--- config.mk ---
export PLATFORM = sky130hd
export DESIGN_NAME = mre_exec
export DESIGN_NICKNAME = d
export VERILOG_FILES = /design/src/rtl/mre_pkg.sv /design/src/rtl/mre_file_if.sv /design/src/rtl/mre_file_mem.sv /design/src/rtl/mre_exec.sv
export SDC_FILE = /design/constraint.sdc
export NUM_CORES = 1
export LEC_CHECK = 0
export BUFFER_PORTS_ARGS = -buffer_cell sky130_fd_sc_hd__clkbuf_2
export CORE_MARGIN = 2
export CORE_UTILIZATION = 55
export CTS_CLUSTER_SIZE = 25
export DETAILED_ROUTE_END_ITERATION = 16
export PLACE_DENSITY = 0.8
export SLEW_MARGIN = 20
export SYNTH_ARGS = -nofsm -noshare
export SYNTH_HDL_FRONTEND = slang
export SYNTH_HIERARCHICAL = 1
export SYNTH_SLANG_ARGS = --single-unit
--- constraint.sdc ---
create_clock -name clk_i -period 7.25 [get_ports clk_i]
set_input_delay 0.3625 -clock clk_i [delete_from_list [all_inputs] [get_ports clk_i]]
set_output_delay 0.3625 -clock clk_i [all_outputs]
set_load 0.03 [all_outputs]
--- src/rtl/mre_pkg.sv ---
// shared constants for the move/rotate execution unit
package mre_pkg;
    localparam int unsigned WORD_W      = 14;           // instruction word width
    localparam int unsigned DATA_W      = 8;            // data path width
    localparam int unsigned ADDR_W      = 7;            // file address width
    localparam int unsigned FILE_DEPTH  = 128;          // file registers 0..127
    localparam int unsigned DEST_BIT    = 7;            // destination select position
    localparam int unsigned CARRY_BIT   = 0;            // carry position in status
    // opcode patterns
    localparam logic [5:0]  OPC_ROT_L   = 6'h0D;        // 00 1101 d fffffff
    localparam logic [6:0]  OPC_COPY    = 7'h01;        // 00 0000 1 fffffff
    localparam logic [3:0]  OPC_LIT     = 4'hC;         // 11 00xx kkkkkkkk
    localparam logic [13:0] OPC_NOP     = 14'h0000;     // 00 0000 0xx0 0000
    localparam logic [13:0] NOP_MASK    = 14'h3F9F;     // don't-care bits cleared
    // reset values and the timer zero count address
    localparam logic [7:0]  ACC_RST     = 8'h00;
    localparam logic [7:0]  STATUS_RST  = 8'h00;
    localparam logic [6:0]  TZ_CNT_ADDR = 7'h01;        // timer zero count address
    // decoded operation
    typedef enum logic [2:0] {
        MRE_OP_NONE   = 3'b000,
        MRE_OP_COPY   = 3'b001,
        MRE_OP_LIT    = 3'b010,
        MRE_OP_NOP    = 3'b011,
        MRE_OP_ROT_L  = 3'b100
    } mre_op_e;
endpackage

--- src/rtl/mre_file_if.sv ---
`timescale 1ns/10ps
// file register port between core and its memory
interface mre_file_if;
    logic [6:0] rd_addr;    // read address
    logic [7:0] rd_data;    // registered read data
    logic       wr_en;      // write strobe
    logic [6:0] wr_addr;    // write address
    logic [7:0] wr_data;    // write data
    modport core (output rd_addr, wr_en, wr_addr, wr_data, input rd_data);
    modport mem  (input rd_addr, wr_en, wr_addr, wr_data, output rd_data);
endinterface

--- src/rtl/mre_file_mem.sv ---
`timescale 1ns/10ps
// file register memory, registered read
module mre_file_mem #(
    parameter int unsigned DEPTH = mre_pkg::FILE_DEPTH
) (
    input  wire logic clk_i,
    mre_file_if.mem   fif
);
    logic [7:0] mem_q [DEPTH];   // storage
    logic [7:0] rd_reg;          // read data register

    // write then registered read
    always_ff @(posedge clk_i) begin
        if (fif.wr_en) begin
            mem_q[fif.wr_addr] <= fif.wr_data;
        end
        rd_reg <= mem_q[fif.rd_addr];
    end
    assign fif.rd_data = rd_reg;
endmodule

--- src/rtl/mre_exec.sv ---
`timescale 1ns/10ps
// two-phase execution: an instruction is taken in EXEC; ops needing the
// file value (rotate) wait one cycle in MRE_ST_OPND for registered read data.
module mre_exec (
    input  wire logic        clk_i,        // core clock
    input  wire logic        rst_i,        // async reset, high
    input  wire logic        instr_vld_i,  // instruction word valid
    input  wire logic [13:0] instr_i,      // instruction word
    output logic             instr_rdy_o,  // ready to take a word
    input  wire logic [6:0]  port_addr_i,  // address of the i/o port register
    input  wire logic [7:0]  port_pins_i,  // pin levels (asynchronous)
    input  wire logic        presc_tz_i,   // prescaler assigned to timer zero
    output logic             presc_clr_o,  // one-cycle prescaler clear
    output logic [7:0]       acc_o,        // accumulator
    output logic [7:0]       status_o,     // status register
    output logic             done_o        // one-cycle completion pulse
);
    typedef enum logic [1:0] {
        MRE_ST_EXEC = 2'b00,
        MRE_ST_OPND = 2'b01
    } mre_state_e;

    mre_file_if              fif ();        // file memory port
    mre_state_e              state_reg;     // sequencer state
    mre_state_e              state_next;
    logic [7:0]              acc_reg;       // accumulator
    logic [7:0]              acc_next;
    logic [7:0]              status_reg;    // status, carry in bit 0
    logic [7:0]              status_next;
    logic [6:0]              addr_reg;      // held file address
    logic                    dest_reg;      // held destination select
    logic                    presc_reg;     // prescaler clear pulse
    logic                    presc_next;
    logic                    done_reg;      // completion pulse
    logic                    done_next;
    logic [7:0]              pin_s1;        // pin sync stage 1
    logic [7:0]              pin_s2;        // pin sync stage 2
    mre_pkg::mre_op_e        op_dec;        // decoded op
    logic                    take;          // instruction accepted
    logic [7:0]              opnd;          // operand after port select
    logic [7:0]              rot_res;       // rotated value
    logic                    rot_cy;        // carry out of rotate
    logic                    wr_copy;       // copy writes file
    logic                    wr_rot;        // rotate writes file
    logic [6:0]              wr_addr;       // file write address

    // decode: literal uses only top nibble, don't-cares ignored
    assign op_dec =
        (instr_i[13:8] == mre_pkg::OPC_ROT_L)            ? mre_pkg::MRE_OP_ROT_L :
        (instr_i[13:7] == mre_pkg::OPC_COPY)             ? mre_pkg::MRE_OP_COPY  :
        (instr_i[13:10] == mre_pkg::OPC_LIT)             ? mre_pkg::MRE_OP_LIT   :
        ((instr_i & mre_pkg::NOP_MASK) == mre_pkg::OPC_NOP) ? mre_pkg::MRE_OP_NOP :
                                                           mre_pkg::MRE_OP_NONE;

    assign instr_rdy_o = (state_reg == MRE_ST_EXEC);
    assign take        = instr_vld_i && instr_rdy_o;

    // operand: pins replace the latch for the port register
    assign opnd    = (addr_reg == port_addr_i) ? pin_s2 : fif.rd_data;
    assign rot_res = {opnd[6:0], status_reg[mre_pkg::CARRY_BIT]};
    assign rot_cy  = opnd[7];

    // file port wiring
    assign wr_copy     = take && (op_dec == mre_pkg::MRE_OP_COPY);
    assign wr_rot      = (state_reg == MRE_ST_OPND) && dest_reg;
    assign wr_addr     = wr_copy ? instr_i[6:0] : addr_reg;
    assign fif.rd_addr = instr_i[6:0];
    assign fif.wr_en   = wr_copy || wr_rot;
    assign fif.wr_addr = wr_addr;
    assign fif.wr_data = wr_copy ? acc_reg : rot_res;

    // next-state and datapath
    always_comb begin
        state_next  = state_reg;
        acc_next    = acc_reg;
        status_next = status_reg;
        done_next   = 1'b0;
        presc_next  = fif.wr_en && (wr_addr == mre_pkg::TZ_CNT_ADDR) && presc_tz_i;
        case (state_reg)
            MRE_ST_EXEC: begin
                if (take) begin
                    case (op_dec)
                        mre_pkg::MRE_OP_COPY: begin
                            done_next = 1'b1;
                        end
                        mre_pkg::MRE_OP_LIT: begin
                            acc_next  = instr_i[7:0];
                            done_next = 1'b1;
                        end
                        mre_pkg::MRE_OP_ROT_L: begin
                            state_next = MRE_ST_OPND;                 // wait for read data
                        end
                        default: begin
                            done_next = 1'b1;
                        end
                    endcase
                end
            end
            MRE_ST_OPND: begin
                status_next[mre_pkg::CARRY_BIT] = rot_cy;
                if (!dest_reg) begin
                    acc_next = rot_res;
                end
                done_next  = 1'b1;
                state_next = MRE_ST_EXEC;
            end
            default: begin
                state_next = MRE_ST_EXEC;
            end
        endcase
    end

    // state registers
    always_ff @(posedge clk_i or posedge rst_i) begin
        if (rst_i) begin
            state_reg  <= MRE_ST_EXEC;
            acc_reg    <= mre_pkg::ACC_RST;
            status_reg <= mre_pkg::STATUS_RST;
            presc_reg  <= 1'b0;
            done_reg   <= 1'b0;
        end else begin
            state_reg  <= state_next;
            acc_reg    <= acc_next;
            status_reg <= status_next;
            presc_reg  <= presc_next;
            done_reg   <= done_next;
        end
    end

    // operand hold and pin synchroniser
    always_ff @(posedge clk_i or posedge rst_i) begin
        if (rst_i) begin
            addr_reg <= 7'h00;
            dest_reg <= 1'b0;
            pin_s1   <= 8'h00;
            pin_s2   <= 8'h00;
        end else begin
            if (take) begin
                addr_reg <= instr_i[6:0];
                dest_reg <= instr_i[mre_pkg::DEST_BIT];
            end
            pin_s1 <= port_pins_i;
            pin_s2 <= pin_s1;
        end
    end

    mre_file_mem u_mem (
        .clk_i (clk_i),
        .fif   (fif)
    );

    assign acc_o       = acc_reg;
    assign status_o    = status_reg;
    assign presc_clr_o = presc_reg;
    assign done_o      = done_reg;
endmodule

==> metrics.yaml <==
ant_nets: 0
power.density_nw_per_um2: 283
dieArea_um2: 77600
routed_wirelength_um: 99300
cts_buffer_depth: 3
clock-root-buffer: "clkbuf_16"
clock_latency_ps: 660
cts_tree: "yes"
setup_tns_ps: 0
syn2layout_area_growth_pct: 11.1
routedWlPerCell_um: 33.9
finalClockSkew_ps: 26.0
setup_viol: 0
grt-ovfl-total: 0
max_clock_freq_mhz: 207
initial_core_util: 0.556
drt-initial-drc-count: 3018
cp-end-kind: "register"
io_pins: 52
cts.sink_count: 1068
grt_use_met2: 0.419
clkPwrFrac: 0.378
finalNetCount: 1912
crit_arrival_ps: 5110
port_buffers: 44
cp-start-kind: "register"
post-route-drc-count: 0
layout_common_cells: "edfxtp_1, mux4_2, nor2_1"
p_int_mw: 10.1
final_common_cell: "edfxtp_1"
critPathMaxStageDelay_ps: 970
fp.dieW_um: 279
grt_pass1_vias: 20400
status: "finished, final reports clean"
power_frac_comb: 0.079
cts-htree-levels: 3
seqPwrFrac: 0.543
dpl.hpwl_um: 54000
peakVddDrop_v: 0.000196
numCtsBuffers: 98
rsz0062_at_grt: "no"
dr.pass1.iters: 5
slew_headroom: 0.114
vias: 20100
grt_max_degree: 163
top_register: "u_mem/mem_q"
grt_pass1_wl_um: 146000
avgSynthCellArea_um2: 23.2
use_met1: 0.359
layout-drive-gt1-share: 0.301
hold_viol: 0
path_cells: "nor4b_4 -> nand4b_4 -> mux2_4 -> nor2b_1 -> nand2_1 -> nor2_1"
n_antenna_cell: 0
core-area_um2: 74600
busiest_layer: "met2"
antenna_found_initial: 4
slew_viol_final: 0
slowest_stage: "nor2_1"
power.leakage_nw: 14.2
final_util: 0.617
yosys_warnings: 6
finalCritPeriodShare: 0.667
grt_usage: 0.261
clk_pin_slew_ps: 70
hold_path.class: "primary input to register"
cts_setup_buffers: 0
criticalPathCategory: "register to register"
crit_fanout: 24
period_minus_slack_ps: 4840
ys_ff_latch: 1068
largest_reg_flops: 1024
vias_per_cell: 6.87
syn_area_um2: 41400
grt_use_met3: 0.0560
p_sw_mw: 2.99
worst_pin_slew_ps: 1330
drv_cap: 0
die_h_um: 279
ys_types: 34
ys_seq_area_frac: 0.768
switching_share: 0.229
num_rows: 100
place.gp.congestion: 0.868
netlist_instances: 1790
crit_required_ps: 7530
-- what timing repair did --
item                      CTS  global route
gates resized for setup     0             0
hold buffers               12             0
hold endpoints to repair   46             0
-- final timing paths --
| path | cells after the start | to | start | slack, ps |
|---|---|---|---|---|
| min in group asynchronous | 4 | done_o | rst_i | 360 |
| setup reg to reg | 6 | u_mem/mem_q[58][1] | state_reg[0] | 2410 |
| hold reg to reg | 0 | pin_s2[5] | pin_s1[5] | 350 |
| setup / recovery | 6 | u_mem/mem_q[58][1] | state_reg[0] | 2410 |
| hold / removal | 2 | dest_reg | instr_i[7] | 30 |
| max in group asynchronous | 4 | pin_s1[0] | rst_i | 6550 |
-- stage by stage --
step                      hold slack, ps  worst slack [ps]  area [um^2]  power (mW)  std cells
after floorplan                      331              1270        41500        7.85       1796
after global placement               341              3000        42800        8.17       2734
after detailed placement             336              2840        42800        8.21       2735
after CTS                           6.03              2650        46000        13.1       2927
after global routing                38.8              2440        46000        13.4       2928
final                               32.7              2410        46000        13.0       2928
-- metal layers --
layer	part of all wire	routed length, um
met1	0.36	35300
met2	0.49	48500
met3	0.12	11500
met4	0.041	4070
met5	0.00022	22
-- cell usage after synthesis (all sizes together) --
master	n	area, um^2
xor2	3	26.3
nor2	132	495
nand2	20	75.1
xnor2	4	35.0
nor3	11	60.1
mux2i	8	80.1
a31oi	15	93.8
or3	2	12.5
edfxtp	1024	30700
buf	56	322
o21ai	9	45.0
conb	1	3.75
nand4	6	37.5
a31o	1	8.76
nor2b	8	50.1
clkbuf	47	176
nand3	20	100
and4	1	8.76
nand4b	1	23.8
mux4	336	7570
or2	7	43.8
a21oi	1	5.00
dfxtp	8	160
inv	2	7.51
mux2	24	285
nand2b	2	12.5
nor4b	5	58.8
dfrtp	36	901
-- power groups by stage --
stage                     Combinational, mW  Clock [mW]  Sequential [mW]
after detailed placement              0.990           0             7.22
after floorplan                       0.544           0             7.31
final                                  1.03        4.93             7.09
after global routing                   1.07        5.20             7.09
after global placement                0.958           0             7.22
after CTS                              1.01        4.98             7.09
-- critical path: cells and delay by family, from the launching register on --
| family | cells | cell delay [ps] |
|---|---|---|
| flops | 1 | 560 |
| simple gates | 5 | 3220 |
| mux | 1 | 630 |
-- cell families after synthesis --
group	synth area share
AND/OR/NAND/NOR	0.0236
XOR/XNOR	0.00148
multiplexers	0.191
other	0.0000905
buffers and inverters	0.0122
AO/OA/AOI/OAI	0.00368
flip-flops	0.768
-- final cells by class --
type	count	area (um^2)
inverters	2	7.51
fillers	4613	28500
flip-flops and latches	1068	31800
well taps	969	1210
multi-input cells	623	9280
clock inverters	67	485
clock buffers	113	2550
repair buffers	86	691
(Power assumes the default switching activity.)
